[config.mk]
export PLATFORM = sky130hd
export DESIGN_NAME = embhr_hold_release
export DESIGN_NICKNAME = d
export VERILOG_FILES = /design/src/common/embhr_pkg.sv /design/src/common/embhr_seq_if.sv /design/src/design/embhr_access_seq.sv /design/src/design/embhr_hold_release.sv
export SDC_FILE = /design/constraint.sdc
export NUM_CORES = 1
export LEC_CHECK = 0
export ABC_AREA = 0
export BUFFER_PORTS_ARGS = -buffer_cell sky130_fd_sc_hd__buf_2
export CORE_UTILIZATION = 54
export CTS_CLUSTER_SIZE = 14
export DETAILED_ROUTE_END_ITERATION = 12
export GPL_TIMING_DRIVEN = 0
export PLACE_DENSITY = 0.79
export SYNTH_ARGS = -nofsm -noshare
export SYNTH_HDL_FRONTEND = slang
export SYNTH_SLANG_ARGS = --single-unit
[constraint.sdc]
create_clock -name i_core_clk -period 3.4 [get_ports i_core_clk]
set_input_delay 0.51 -clock i_core_clk [delete_from_list [all_inputs] [get_ports i_core_clk]]
set_output_delay 0.51 -clock i_core_clk [all_outputs]
set_load 0.01 [all_outputs]
[src/common/embhr_pkg.sv]
// Constants, encodings and state types for the memory bus hold/release block.
// Assumes one core clock; all counts are in core clock cycles.
// What the document requires of this block and of the parts around it
// RULE1 - Burst SRAM: shared pins are address strobe, output enable, write enable.
// RULE2 - SDRAM: the same shared pins are column strobe, row strobe, write enable.
// RULE3 - First write of an adjacent run drives data one half-rate cycle early.
// RULE4 - Pending external accesses finish before the hold acknowledge goes low.
// RULE5 - With burst extension set, up to eight SDRAM accesses run before hold.
// RULE6 - With release disable set, a hold request is never granted.
// RULE7 - Idle bus on hold request is released with least latency.
// RULE8 - Bus floats no sooner than three cycles after hold request falls.
// RULE9 - Acknowledge falls with bus float, at most two cycles after.
// RULE10 - Bus drive resumes three to seven cycles after hold request rises.
// RULE11 - Acknowledge rises with bus drive, at most two cycles after.
// RULE12 - Master keeps hold request low one cycle after acknowledge falls.
// RULE13 - Released pins: selects, byte lanes, data, address, all strobes, precharge.
// RULE14 - Reset driver holds reset at least ten cycles with stable clock.
// RULE15 - Reset driver holds reset at least 250 us while the clock locks.
// RULE16 - Boot bits held five cycles around reset release; sampled at release.
// RULE17 - Expansion data pins are boot configuration inputs during reset.
// RULE18 - While hold request stays low, bus floats, acknowledge low, no access.
// RULE19 - Hold request is synchronised to the core clock before use.
`default_nettype none
package embhr_pkg;
   // Access kinds
   localparam logic [1:0] KIND_ASYNC = 2'h0;
   localparam logic [1:0] KIND_BURST_SRAM_MODE = 2'h1;
   localparam logic [1:0] KIND_SDRAM = 2'h2;
   // Shared control pin positions (burst SRAM name / SDRAM name)
   localparam int CTL_ADS_CAS = 0; // burst_addr_strobe / sdram_col_strobe
   localparam int CTL_OE_RAS = 1; // burst_out_enable / sdram_row_strobe
   localparam int CTL_WE_WE = 2; // burst_write_enable / sdram_write_enable
   localparam logic [2:0] CTL_IDLE = 3'h7;
   // Widths
   localparam int ADDR_W = 20;
   localparam int DATA_W = 32;
   // Timing counts in core cycles
   localparam logic [3:0] HOLD_BURST_MAX = 4'h8;
   localparam logic [2:0] ASYNC_STROBE_CYC = 3'h4;
   localparam logic [2:0] SYNC_CMD_CYC = 3'h2; // one half-rate clock period
   localparam logic [2:0] EARLY_DATA_CYC = 3'h2; // one half-rate clock period
   localparam logic [DATA_W-1:0] BOOT_CFG_RST = 32'h0000_0000;
   // Hold arbiter states
   typedef enum logic [3:0] {
      HOLD_RUN = 4'b0001,
      HOLD_DRAIN = 4'b0010,
      HOLD_HELD = 4'b0100,
      HOLD_RESUME = 4'b1000
   } embhr_hold_e;
   // Access sequencer states
   typedef enum logic [4:0] {
      SEQ_IDLE = 5'b00001,
      SEQ_LEAD = 5'b00010,
      SEQ_CMD = 5'b00100,
      SEQ_STROBE = 5'b01000,
      SEQ_TAIL = 5'b10000
   } embhr_seq_e;
   // Three-stage synchroniser decision: change only when stages 2 and 3 agree
   function automatic logic sync_agree(input logic s2, input logic s3,
                                       input logic prev);
      sync_agree = (s2 == s3) ? s3 : prev;
   endfunction
endpackage
`default_nettype wire

[src/common/embhr_seq_if.sv]
// Carrier between the hold arbiter and the access sequencer.
// Assumes both ends run on the core clock.
`default_nettype none
interface embhr_seq_if;
   import embhr_pkg::*;
   logic start;
   logic [1:0] kind;
   logic write;
   logic first_write;
   logic precharge;
   logic [ADDR_W-1:0] addr;
   logic [DATA_W-1:0] wdata;
   logic [3:0] be;
   logic [3:0] ce;
   logic [DATA_W-1:0] pin_rdata;
   logic ready_ok;
   logic busy;
   logic done;
   logic [DATA_W-1:0] rdata;
   logic [2:0] ctl_n;
   logic async_re_n;
   logic async_oe_n;
   logic async_we_n;
   logic [3:0] ce_n;
   logic [3:0] be_n;
   logic [ADDR_W-1:0] pin_addr;
   logic [DATA_W-1:0] pin_wdata;
   logic data_en;
   logic sdram_a10;
   logic half_clk;
   modport arb (output start, kind, write, first_write, precharge, addr,
      wdata, be, ce, pin_rdata, ready_ok, input busy, done, rdata, ctl_n,
      async_re_n, async_oe_n, async_we_n, ce_n, be_n, pin_addr, pin_wdata,
      data_en, sdram_a10, half_clk);
   modport seq (input start, kind, write, first_write, precharge, addr,
      wdata, be, ce, pin_rdata, ready_ok, output busy, done, rdata, ctl_n,
      async_re_n, async_oe_n, async_we_n, ce_n, be_n, pin_addr, pin_wdata,
      data_en, sdram_a10, half_clk);
endinterface
`default_nettype wire

[src/design/embhr_access_seq.sv]
// Access sequencer: runs one external access and drives the pin values.
// Assumes the arbiter only starts an access while busy is low.
`default_nettype none
module embhr_access_seq (
   input wire logic i_core_clk, // Core clock
   input wire logic i_sys_rst, // Synchronous reset, high
   input wire logic i_clk_en, // Freezes all state when low
   embhr_seq_if.seq bus // Arbiter side
);
   import embhr_pkg::*;
   embhr_seq_e state;
   logic [2:0] cnt;
   logic is_write;
   logic [1:0] cur_kind;

   assign bus.busy = (state != SEQ_IDLE);

   // Half-rate output clock, free running
   always_ff @(posedge i_core_clk) begin
      if (i_sys_rst) bus.half_clk <= 1'b0;
      else if (i_clk_en) bus.half_clk <= ~bus.half_clk;
   end

   // Sequence state, counters and strobes
   always_ff @(posedge i_core_clk) begin
      if (i_sys_rst) begin
         state <= SEQ_IDLE;
         cnt <= 3'h0;
         is_write <= 1'b0;
         cur_kind <= KIND_ASYNC;
         bus.done <= 1'b0;
         bus.ctl_n <= CTL_IDLE;
         bus.async_re_n <= 1'b1;
         bus.async_oe_n <= 1'b1;
         bus.async_we_n <= 1'b1;
         bus.data_en <= 1'b0;
      end else if (i_clk_en) begin
         bus.done <= 1'b0;
         unique case (state)
            SEQ_IDLE: begin
               if (bus.start) begin
                  is_write <= bus.write;
                  cur_kind <= bus.kind;
                  bus.data_en <= bus.write;
                  if (bus.kind == KIND_ASYNC) begin
                     state <= SEQ_STROBE;
                     cnt <= ASYNC_STROBE_CYC - 3'h1;
                     bus.async_re_n <= bus.write;
                     bus.async_oe_n <= bus.write;
                     bus.async_we_n <= ~bus.write;
                  end else if (bus.write && bus.first_write) begin
                     // Data leads the command to cover driver turn-on
                     state <= SEQ_LEAD; // [RULE3]
                     cnt <= EARLY_DATA_CYC - 3'h1;
                  end else begin
                     state <= SEQ_CMD;
                     cnt <= SYNC_CMD_CYC - 3'h1;
                     bus.ctl_n[CTL_ADS_CAS] <= 1'b0; // [RULE1] [RULE2]
                     bus.ctl_n[CTL_OE_RAS] <= bus.write ||
                        (bus.kind == KIND_SDRAM); // [RULE1] [RULE2]
                     bus.ctl_n[CTL_WE_WE] <= ~bus.write; // [RULE1] [RULE2]
                  end
               end
            end
            SEQ_LEAD: begin
               if (cnt != 3'h0) cnt <= cnt - 3'h1;
               else begin
                  state <= SEQ_CMD;
                  cnt <= SYNC_CMD_CYC - 3'h1;
                  bus.ctl_n[CTL_ADS_CAS] <= 1'b0; // [RULE1] [RULE2]
                  bus.ctl_n[CTL_OE_RAS] <= 1'b1; // Write: no OE, no RAS
                  bus.ctl_n[CTL_WE_WE] <= 1'b0; // [RULE1] [RULE2]
               end
            end
            SEQ_CMD: begin
               if (cnt != 3'h0) cnt <= cnt - 3'h1;
               else begin
                  state <= SEQ_IDLE;
                  bus.ctl_n <= CTL_IDLE;
                  bus.data_en <= 1'b0;
                  bus.done <= 1'b1;
               end
            end
            SEQ_STROBE: begin
               // Strobe is stretched while the ready pin stays low
               if (cnt != 3'h0) cnt <= cnt - 3'h1;
               else if (bus.ready_ok) begin
                  state <= SEQ_TAIL;
                  bus.async_re_n <= 1'b1;
                  bus.async_oe_n <= 1'b1;
                  bus.async_we_n <= 1'b1;
               end
            end
            SEQ_TAIL: begin
               state <= SEQ_IDLE;
               bus.data_en <= 1'b0;
               bus.done <= 1'b1;
            end
         endcase
      end
   end

   // Address, selects and write data held for the whole access
   always_ff @(posedge i_core_clk) begin
      if (i_sys_rst) begin
         bus.pin_addr <= '0;
         bus.pin_wdata <= '0;
         bus.ce_n <= 4'hf;
         bus.be_n <= 4'hf;
         bus.sdram_a10 <= 1'b0;
      end else if (i_clk_en) begin
         if (state == SEQ_IDLE && bus.start) begin
            bus.pin_addr <= bus.addr;
            bus.pin_wdata <= bus.wdata;
            bus.ce_n <= ~bus.ce;
            bus.be_n <= ~bus.be;
            bus.sdram_a10 <= bus.precharge && (bus.kind == KIND_SDRAM);
         end else if (bus.done) begin
            bus.ce_n <= 4'hf;
            bus.be_n <= 4'hf;
         end
      end
   end

   // Read data captured at the end of a read
   always_ff @(posedge i_core_clk) begin
      if (i_sys_rst) bus.rdata <= '0;
      else if (i_clk_en && !is_write &&
               ((state == SEQ_CMD && cnt == 3'h0) ||
                state == SEQ_TAIL)) bus.rdata <= bus.pin_rdata;
   end
endmodule
`default_nettype wire

[src/design/embhr_hold_release.sv]
// Memory bus hold/release arbiter with pin drive and boot bit capture.
// Assumes an internal controller offering accesses on a valid/ready port,
// and that the testbench resolves the pins from the output enables.
`default_nettype none
module embhr_hold_release (
   input wire logic i_core_clk, // Core clock, 20 MHz
   input wire logic i_sys_rst, // Synchronous reset, high
   input wire logic i_clk_en, // Freezes all state when low
   input wire logic i_hold_req_n, // Hold request pin, low asks
   output logic o_bus_release_ack_n, // Hold acknowledge, low grants
   input wire logic i_release_disable_bit, // 1: never grant hold
   input wire logic i_sdram_burst_extend_bit, // 1: SDRAM run before hold
   input wire logic i_async_ready, // Async ready pin, high ends strobe
   input wire logic [31:0] i_expansion_data_pins, // Boot bits in reset
   output logic [31:0] o_boot_config, // Boot bits caught at release
   input wire logic i_acc_valid, // Access request valid
   output logic o_acc_ready, // Access request taken
   input wire logic [1:0] i_acc_kind, // embhr_pkg::KIND_* code
   input wire logic i_acc_write, // 1 write, 0 read
   input wire logic [embhr_pkg::ADDR_W-1:0] i_acc_addr, // Word address
   input wire logic [embhr_pkg::DATA_W-1:0] i_acc_wdata, // Write data
   input wire logic [3:0] i_acc_be, // Byte lanes, high active
   input wire logic [3:0] i_acc_ce, // Chip select, high active
   input wire logic i_acc_precharge, // SDRAM auto-precharge request
   output logic o_acc_done, // One-cycle pulse, access finished
   output logic [embhr_pkg::DATA_W-1:0] o_acc_rdata, // Read data
   output logic [3:0] o_chip_enable_n, // Chip enables
   output logic [3:0] o_byte_select_lines_n, // Byte enables
   output logic [embhr_pkg::ADDR_W-1:0] o_mem_addr_pins, // Address 21:2
   output logic [embhr_pkg::DATA_W-1:0] o_mem_data_pins, // Data out
   input wire logic [embhr_pkg::DATA_W-1:0] i_mem_data_pins, // Data in
   output logic o_mem_data_oe, // Data pins driven
   output logic o_async_read_strobe_n, // Async read strobe
   output logic o_async_out_enable_n, // Async output enable
   output logic o_async_write_strobe_n, // Async write strobe
   output logic [2:0] o_shared_ctl_n, // Shared synchronous strobes
   output logic o_sdram_autoprecharge_line, // SDRAM precharge address
   output logic o_mem_ctl_oe, // All released pins but data driven
   output logic o_half_rate_out_clock // Half-rate output clock
);
   import embhr_pkg::*;
   embhr_hold_e state;
   embhr_hold_e next_state;
   logic hold_s1, hold_s2, hold_s3, hold_n_ok;
   logic rdy_s1, rdy_s2, rdy_s3, rdy_ok;
   logic [DATA_W-1:0] xd_s1, xd_s2, xd_s3;
   logic [DATA_W-1:0] md_s1, md_s2, md_s3;
   logic rst_q;
   logic drive;
   logic ack;
   logic [3:0] burst_cnt;
   logic accept;
   logic hold_ask;
   logic drain_more;
   logic last_write;
   logic [ADDR_W-1:0] last_addr;
   logic [1:0] last_kind;

   embhr_seq_if sq ();

   // Pin synchronisers; stage 1 feeds stage 2 only
   always_ff @(posedge i_core_clk) begin
      if (i_sys_rst) begin
         hold_s1 <= 1'b1;
         hold_s2 <= 1'b1;
         hold_s3 <= 1'b1;
         hold_n_ok <= 1'b1;
      end else if (i_clk_en) begin
         hold_s1 <= i_hold_req_n; // [RULE19]
         hold_s2 <= hold_s1;
         hold_s3 <= hold_s2;
         hold_n_ok <= sync_agree(hold_s2, hold_s3, hold_n_ok); // [RULE19]
      end
   end

   always_ff @(posedge i_core_clk) begin
      if (i_sys_rst) begin
         rdy_s1 <= 1'b0;
         rdy_s2 <= 1'b0;
         rdy_s3 <= 1'b0;
         rdy_ok <= 1'b0;
      end else if (i_clk_en) begin
         rdy_s1 <= i_async_ready;
         rdy_s2 <= rdy_s1;
         rdy_s3 <= rdy_s2;
         rdy_ok <= sync_agree(rdy_s2, rdy_s3, rdy_ok);
      end
   end

   // Data pin stages carry no reset; they must keep sampling through reset
   // so the boot bits are already settled at release
   always_ff @(posedge i_core_clk) begin
      if (i_clk_en) begin
         xd_s1 <= i_expansion_data_pins; // [RULE17]
         xd_s2 <= xd_s1;
         xd_s3 <= xd_s2;
         md_s1 <= i_mem_data_pins;
         md_s2 <= md_s1;
         md_s3 <= md_s2;
      end
   end

   // Boot bits caught on the first edge after reset release
   always_ff @(posedge i_core_clk) begin
      if (i_clk_en) rst_q <= i_sys_rst;
   end

   always_ff @(posedge i_core_clk) begin
      if (i_sys_rst) o_boot_config <= BOOT_CFG_RST;
      else if (i_clk_en && rst_q) o_boot_config <= xd_s3; // [RULE16]
   end

   // Request admission: a grant that is due stops new accesses
   assign hold_ask = !hold_n_ok && !i_release_disable_bit; // [RULE6]
   assign drain_more = i_sdram_burst_extend_bit && (i_acc_kind == KIND_SDRAM)
      && (last_kind == KIND_SDRAM) && (burst_cnt < HOLD_BURST_MAX); // [RULE5]
   always_comb begin
      o_acc_ready = 1'b0;
      if (!i_sys_rst && !sq.busy) begin
         if (state == HOLD_RUN) o_acc_ready = !hold_ask;
         else if (state == HOLD_DRAIN) o_acc_ready = drain_more; // [RULE5]
      end
   end
   assign accept = i_acc_valid && o_acc_ready && i_clk_en;

   // Next hold state
   always_comb begin
      next_state = state;
      unique case (state)
         HOLD_RUN: begin
            // Idle bus goes straight to release
            if (hold_ask && !sq.busy) next_state = HOLD_HELD; // [RULE7]
            else if (hold_ask) next_state = HOLD_DRAIN; // [RULE4]
         end
         HOLD_DRAIN: begin
            if (!sq.busy && !accept) next_state = HOLD_HELD; // [RULE4]
         end
         HOLD_HELD: begin
            if (hold_n_ok) next_state = HOLD_RESUME; // [RULE18]
         end
         HOLD_RESUME: next_state = HOLD_RUN;
      endcase
   end

   always_ff @(posedge i_core_clk) begin
      if (i_sys_rst) state <= HOLD_RUN;
      else if (i_clk_en) state <= next_state;
   end

   // Bus drive and acknowledge move on the same edge at float; the
   // acknowledge trails drive by one edge when the bus comes back
   always_ff @(posedge i_core_clk) begin
      if (i_sys_rst) drive <= 1'b0;
      else if (i_clk_en) drive <= (next_state != HOLD_HELD); // [RULE8] [RULE10]
   end

   always_ff @(posedge i_core_clk) begin
      if (i_sys_rst) ack <= 1'b0;
      else if (i_clk_en) ack <= (next_state == HOLD_HELD) ||
                               (state == HOLD_HELD); // [RULE9] [RULE11]
   end
   assign o_bus_release_ack_n = ~ack;

   // SDRAM accesses counted since the hold request was seen
   always_ff @(posedge i_core_clk) begin
      if (i_sys_rst) burst_cnt <= 4'h0;
      else if (i_clk_en) begin
         if (state == HOLD_RUN && next_state == HOLD_DRAIN) burst_cnt <= 4'h1;
         else if (state == HOLD_DRAIN && accept)
            burst_cnt <= burst_cnt + 4'h1; // [RULE5]
      end
   end

   // Run tracking for the early write data
   always_ff @(posedge i_core_clk) begin
      if (i_sys_rst) begin
         last_write <= 1'b0;
         last_addr <= '0;
         last_kind <= KIND_ASYNC;
      end else if (i_clk_en) begin
         if (accept) begin
            last_write <= i_acc_write;
            last_addr <= i_acc_addr;
            last_kind <= i_acc_kind;
         end else if (!sq.busy && !sq.done) last_write <= 1'b0; // Run broken
      end
   end

   // Sequencer hookup
   assign sq.start = accept;
   assign sq.kind = i_acc_kind;
   assign sq.write = i_acc_write;
   assign sq.first_write = !(last_write && sq.done &&
      (i_acc_addr == last_addr + 20'h00001)); // [RULE3]
   assign sq.precharge = i_acc_precharge;
   assign sq.addr = i_acc_addr;
   assign sq.wdata = i_acc_wdata;
   assign sq.be = i_acc_be;
   assign sq.ce = i_acc_ce;
   assign sq.pin_rdata = md_s3;
   assign sq.ready_ok = rdy_ok;

   embhr_access_seq u_seq (
      .i_core_clk (i_core_clk),
      .i_sys_rst (i_sys_rst),
      .i_clk_en (i_clk_en),
      .bus (sq.seq)
   );

   // Pin outputs; every released pin shares the drive flag
   assign o_acc_done = sq.done;
   assign o_acc_rdata = sq.rdata;
   assign o_chip_enable_n = sq.ce_n;
   assign o_byte_select_lines_n = sq.be_n;
   assign o_mem_addr_pins = sq.pin_addr;
   assign o_mem_data_pins = sq.pin_wdata;
   assign o_mem_data_oe = drive && sq.data_en; // [RULE13]
   assign o_async_read_strobe_n = sq.async_re_n;
   assign o_async_out_enable_n = sq.async_oe_n;
   assign o_async_write_strobe_n = sq.async_we_n;
   assign o_shared_ctl_n = sq.ctl_n;
   assign o_sdram_autoprecharge_line = sq.sdram_a10;
   assign o_mem_ctl_oe = drive; // [RULE13]
   assign o_half_rate_out_clock = sq.half_clk;
endmodule
`default_nettype wire

After elaboration in Yosys (flattened, before gate mapping)
Cells that the tools add are included.

storage, ports and cells
  register bits after elaboration = 376
  input bits = 136
  output and inout bits = 137
  word-level logic and storage cells = 179

cells by class
  add/subtract/negate cells = 3
  magnitude comparators = 1
  eq/ne operators = 27
  muxes and demuxes = 47
  bitwise gates (word level) = 5
  reduce and logical (&&, ||, !) cells = 58

operators with widths
  operator                                                                number
  4-bit two-way mux                                                       9
  5-bit two-way mux                                                       6
  3-bit two-way mux                                                       9
  5-bit one-hot mux with 5 select lines                                   1
  1-bit logical AND                                                       22
  20-bit by 1-bit adder with 20-bit output (second input constant)        1
  20-bit equality test                                                    1
  3-bit one-hot mux with 3 select lines                                   2
  4-bit one-hot mux with 4 select lines                                   1
  1-bit two-way mux                                                       14
  2-bit inequality test (second input constant)                           7
  2-bit AND reduction                                                     7
  6-bit AND reduction                                                     2
  3-bit nonzero test                                                      4
  1-bit logical NOT                                                       9
  4-bit by 2-bit equality test with 1-bit output (second input constant)  2
  4-bit by 3-bit equality test with 1-bit output (second input constant)  2
  4-bit inverter                                                          2
  4-bit AND reduction                                                     2
  2-bit nonzero test                                                      4
  7-bit AND reduction                                                     1
  1-bit one-hot mux with 2 select lines                                   3
  5-bit by 1-bit equality test with 1-bit output (second input constant)  1
  5-bit by 2-bit equality test with 1-bit output (second input constant)  1
  21 further kinds                                                        28

Logic depth before layout (Yosys ltp)
  depth in word-level cells = 17
  mapped depth = 10
  gate-level depth less buffers = 9

Modules after synthesis
From an unflattened synthesis, not the netlist that was laid out.

unflattened totals
  cells, all modules = 1223
  area, all modules = 13878.3 µm²

modules (own cells, without submodules)
  module              instances  cells an instance  area each (µm²)  sequential area each (µm²)
  embhr_hold_release  1          659                9389.0           7257.0
  embhr_access_seq    1          564                4489.3           2202.1

Worst setup path before layout
Ideal clock, no wire load.

  path type = reg-to-reg
  start point = register last_addr[0]
  end point = register u_seq.state[2]
  arrival time = 2.375 ns
  setup slack = 0.947 ns
  cell stages (with the launch flop) = 10
  path buffers = 0
  period minus slack after synthesis = 2.453 ns
  cell sequence = dfxtp_1 ha_1 and4_1 a21oi_1 or4b_4 a2111oi_2 nand4_1 o41ai_2 a211oi_1 nor3_1

between the ends
  longest elaborated chain between the ends = 9

ends and longest elaborated chain
  item                                      RTL line                   text
  from (decl)                               embhr_hold_release.sv:56   logic [ADDR_W-1:0] last_addr;
  from (signal assigned)                    embhr_hold_release.sv:183  last_addr <= i_acc_addr;
  20-bit by 1-bit adder with 20-bit output  embhr_hold_release.sv:194  (i_acc_addr == last_addr + 20'h00001));
  20-bit equality test                      embhr_hold_release.sv:194
  1-bit logical AND                         embhr_hold_release.sv:193  assign sq.first_write = !(last_write && sq.done &&
  1-bit logical NOT                         embhr_hold_release.sv:193
  1-bit logical AND                         embhr_access_seq.sv:51     end else if (bus.write && bus.first_write) begin
  3-bit two-way mux                         embhr_access_seq.sv:51
  5-bit two-way mux                         embhr_access_seq.sv:45     if (bus.kind == KIND_ASYNC) begin
  5-bit two-way mux                         embhr_access_seq.sv:41     if (bus.start) begin
  5-bit one-hot mux with 5 select lines     embhr_access_seq.sv:39     unique case (state)
  to (signal assigned)                      embhr_access_seq.sv:46     state <= SEQ_STROBE;
  to (signal assigned)                      embhr_access_seq.sv:53     state <= SEQ_LEAD;
  to (signal assigned)                      embhr_access_seq.sv:56     state <= SEQ_CMD;
  to (decl)                                 embhr_access_seq.sv:11     embhr_seq_e state;

No other way between the ends. The select of a mux whose other input is x is not followed.
A chain may end at the register's enable or synchronous reset.

Worst setup path after layout
  start point = register hold_n_ok
  end point = register last_addr[14]

between the ends
  longest elaborated chain between the ends = 8

ends and longest elaborated chain
  item                            RTL line                   text
  from (decl)                     embhr_hold_release.sv:44   logic hold_s1, hold_s2, hold_s3, hold_n_ok;
  from (signal assigned)          embhr_hold_release.sv:72   hold_n_ok <= sync_agree(hold_s2, hold_s3, hold_n_ok);
  1-bit logical NOT               embhr_hold_release.sv:114  assign hold_ask = !hold_n_ok && !i_release_disable_bit;
  1-bit logical AND               embhr_hold_release.sv:114
  1-bit logical NOT               embhr_hold_release.sv:120  if (state == HOLD_RUN) o_acc_ready = !hold_ask;
  1-bit two-way mux               embhr_hold_release.sv:120
  1-bit two-way mux               embhr_hold_release.sv:119  if (!i_sys_rst && !sq.busy) begin
  1-bit logical AND (2 in a row)  embhr_hold_release.sv:124  assign accept = i_acc_valid && o_acc_ready && i_clk_en;
  2-bit AND reduction (no line)   n/a

No other way between the ends.

==> impl_metrics.ini <==
[status]
status = finished, final reports clean

[sta]
hold_viol = 0
fmax_ghz = 0.343
period_minus_slack_ns = 2.92
tightest_slew_ns = 0.745
skew_ns = 0.0138
final-setup-viol-count = 0
rsz0062_at_grt = no
hold_ws_ns = 0.155
finalCritPeriodShare = 0.859
slew_viol_final = 0
max_slew_margin = 0.504

[power_and_ir_drop]
power.leakage_nw = 6.43
p_per_area_nw_per_um2 = 598
ir_worst_vdd_uv = 580

[cells_and_area]
layout.nets = 1628
area_delta_synth_final_pct = 22.6
utilization = 0.678
drive_above_1_share = 0.239

[route]
drt_first_pass_iters = 5
viasPerCell = 5.31
wirelength_mm = 30.3
ant_nets = 0
drc = 0
vias = 9792
routedWlPerCell_um = 16.4
drt_iter0_markers = 709

[synth]
ys_async_sr_fraction = 0
yosysTopAreaCell = edfxtp_1
synth_cell_types = 65
synth_edf_count = 193
ys_warn_count = 0
synth_common_cells = nand2_1, edfxtp_1, dfxtp_1, a21oi_1
syn_nets = 1315
synth.area.top_cells = edfxtp_1, dfxtp_1, nand2_1, a21oi_1, o21ai_0
syn_area_per_cell_sq_um = 11.5
synth.top_cell.area_share = 0.429
yosysSeqAreaShare = 0.699
synth_top_flop_cell = edfxtp_1
syn_inst = 1175
ys_ff_latch = 376
synth_area_sq_um = 13500
yosysMostFrequentCell = nand2_1

[cts]
cts_hold_buf = 0
h-tree-depth = 2
cts_resized = 0
clockBufferDepth = 3
numCtsBuffers = 38
cts_tree = yes
postCtsSetupBuffers = 0
clk_pin_slew_worst_paths_ns = 0.06
cts_sinks = 376
clk_latency_ns = 0.53
clockRootBuffer = clkbuf_16

[global_route]
grt_remaining_overflow = 0
grt_pass1_wl_mm = 47.7
grt_max_degree = 140
gr-usage-all-layers = 0.236
antenna_found_initial = 4
grt_pass1_vias = 9397

[setup_path]
cp-end-kind = flip-flop
crit_path_max_fanout = 10
required_ns = 3.85
critPathLaunchType = flip-flop
crit_arrival_ns = 3.36
critPathKind = flip-flop to flip-flop

[placement]
gp_congestion = 0.875
placement.io_buffers = 272
hpwl_mm = 21.0

[floorplan]
dieWidth_um = 160
die_y_um = 160
die-area_sq_um = 25700
rows = 57
io_pins = 273
initial_core_util = 0.553
core_region_area_sq_um = 24500

[job]
drv_cap = 0

[hold_path]
hold_class = input pin to flip-flop
-- report_power, final --
part,switching [mW],internal [mW]
sequential,0.0936,5.04
clock,1.69,2.43
combinational,0.415,0.240
total,2.20,7.71
-- path summary, 6_finish.rpt --
check	start	end	slack, ns	depth (start not counted)
worst max-delay path	hold_n_ok	last_addr[14]	0.48	9
worst min-delay path	i_expansion_data_pins[19]	xd_s1[19]	0.16	1
worst max register to register	hold_n_ok	last_addr[14]	0.48	9
worst min register to register	xd_s2[12]	xd_s3[12]	0.41	0
-- cell families after synthesis --
| group | Yosys count | share of synthesized area |
|---|---|---|
| adders and majority gates | 4 | 0.00370 |
| muxes | 15 | 0.0115 |
| buffers and inverters | 81 | 0.0241 |
| and+or+nand+nor | 412 | 0.136 |
| xor gates and xnor gates | 22 | 0.0142 |
| DFF | 376 | 0.699 |
| AOI/OAI and AO/OA | 265 | 0.111 |
-- flip-flops by register name, indices dropped and copies added (netlist names), 2 cells and up --
| name | cells |
|---|---|
| u_seq.bus.ctl_n | 3 |
| u_seq.bus.pin_wdata | 32 |
| xd_s1 | 32 |
| burst_cnt | 4 |
| md_s1 | 32 |
| u_seq.cnt | 3 |
| o_boot_config | 32 |
| xd_s2 | 32 |
| u_seq.bus.be_n | 4 |
| u_seq.bus.ce_n | 4 |
| xd_s3 | 32 |
| u_seq.bus.rdata | 32 |
| last_kind | 2 |
| md_s3 | 32 |
| state | 4 |
| last_addr | 20 |
| u_seq.bus.pin_addr | 20 |
| md_s2 | 32 |
| u_seq.state | 5 |
-- worst max-delay path, cell delays in order, from the launching register on --
cell      delay, ns
dfxtp_1        0.36
or2_2          0.32
a32oi_1        0.29
or2_2          0.18
nand2b_1       0.10
clkbuf_1       0.38
clkbuf_1       0.51
buf_1          0.45
nand2_1        0.11
a21oi_1        0.14
-- routing by layer --
layer,part of all wire,track usage,up-vias
met3,0.062,0.0491,64
met1,0.43,0.299,4618
li1,-,-,4784
met4,0.031,0.0935,6
met2,0.48,0.396,320
met5,0.00099,0,-
-- cells in the final DEF, fill, tap and decap left out, types with 4 or more instances in the layout --
master     synthesis  final
a31oi_1            5      5
ha_1               4      4
o21ai_0           45     45
clkbuf_8           0      4
nor3_1            10     10
buf_1             12     12
or3_1              7      7
inv_1             11     11
o221a_2            4      4
nor3b_1            4      4
nor2_1            38     38
a211oi_1           8      8
edfxtp_1         193    193
nand2b_1           7      7
and4_1             5      5
a21oi_1          168    168
nor4_1             4      4
clkbuf_1          45     52
a21o_1             5      5
xor2_1            11     11
nand3_1           15     15
and2_1             9      9
and3_1             6      6
xnor2_1           11     11
nand4_1            6      6
buf_2              9    280
clkinv_1           1      7
dfxtp_1          183    183
nand2_1          277    277
o31ai_1            8      8
mux2i_1           14     14
clkinv_2           0      9
clkbuf_16          0     39
-- area by class of cell --
type	instances	area, sq um
diodes	1	2.50
repair buffers	273	1400
inverters	12	45.0
well taps	324	405
clock inverters	20	190
multi-input cells	718	3740
flip-flops and latches	376	9460
plain buffers	69	282
clock buffers	50	1060
fillers	1809	7890
-- stage by stage --
stage                     TNS [ns]  worst slack (ns)  power (mW)  instance area, sq um  instances
after floorplan                  0             0.947        5.55                 13500       1175
after global placement     -449.32             -2.31        5.85                 15300       1771
after detailed placement         0             0.233        5.88                 15300       1772
after CTS                        0             0.444        9.98                 16600       1842
after global routing             0             0.197        10.2                 16600       1843
final                            0             0.481        9.91                 16600       1843
No activity file was read; power rests on OpenSTA's default activity.
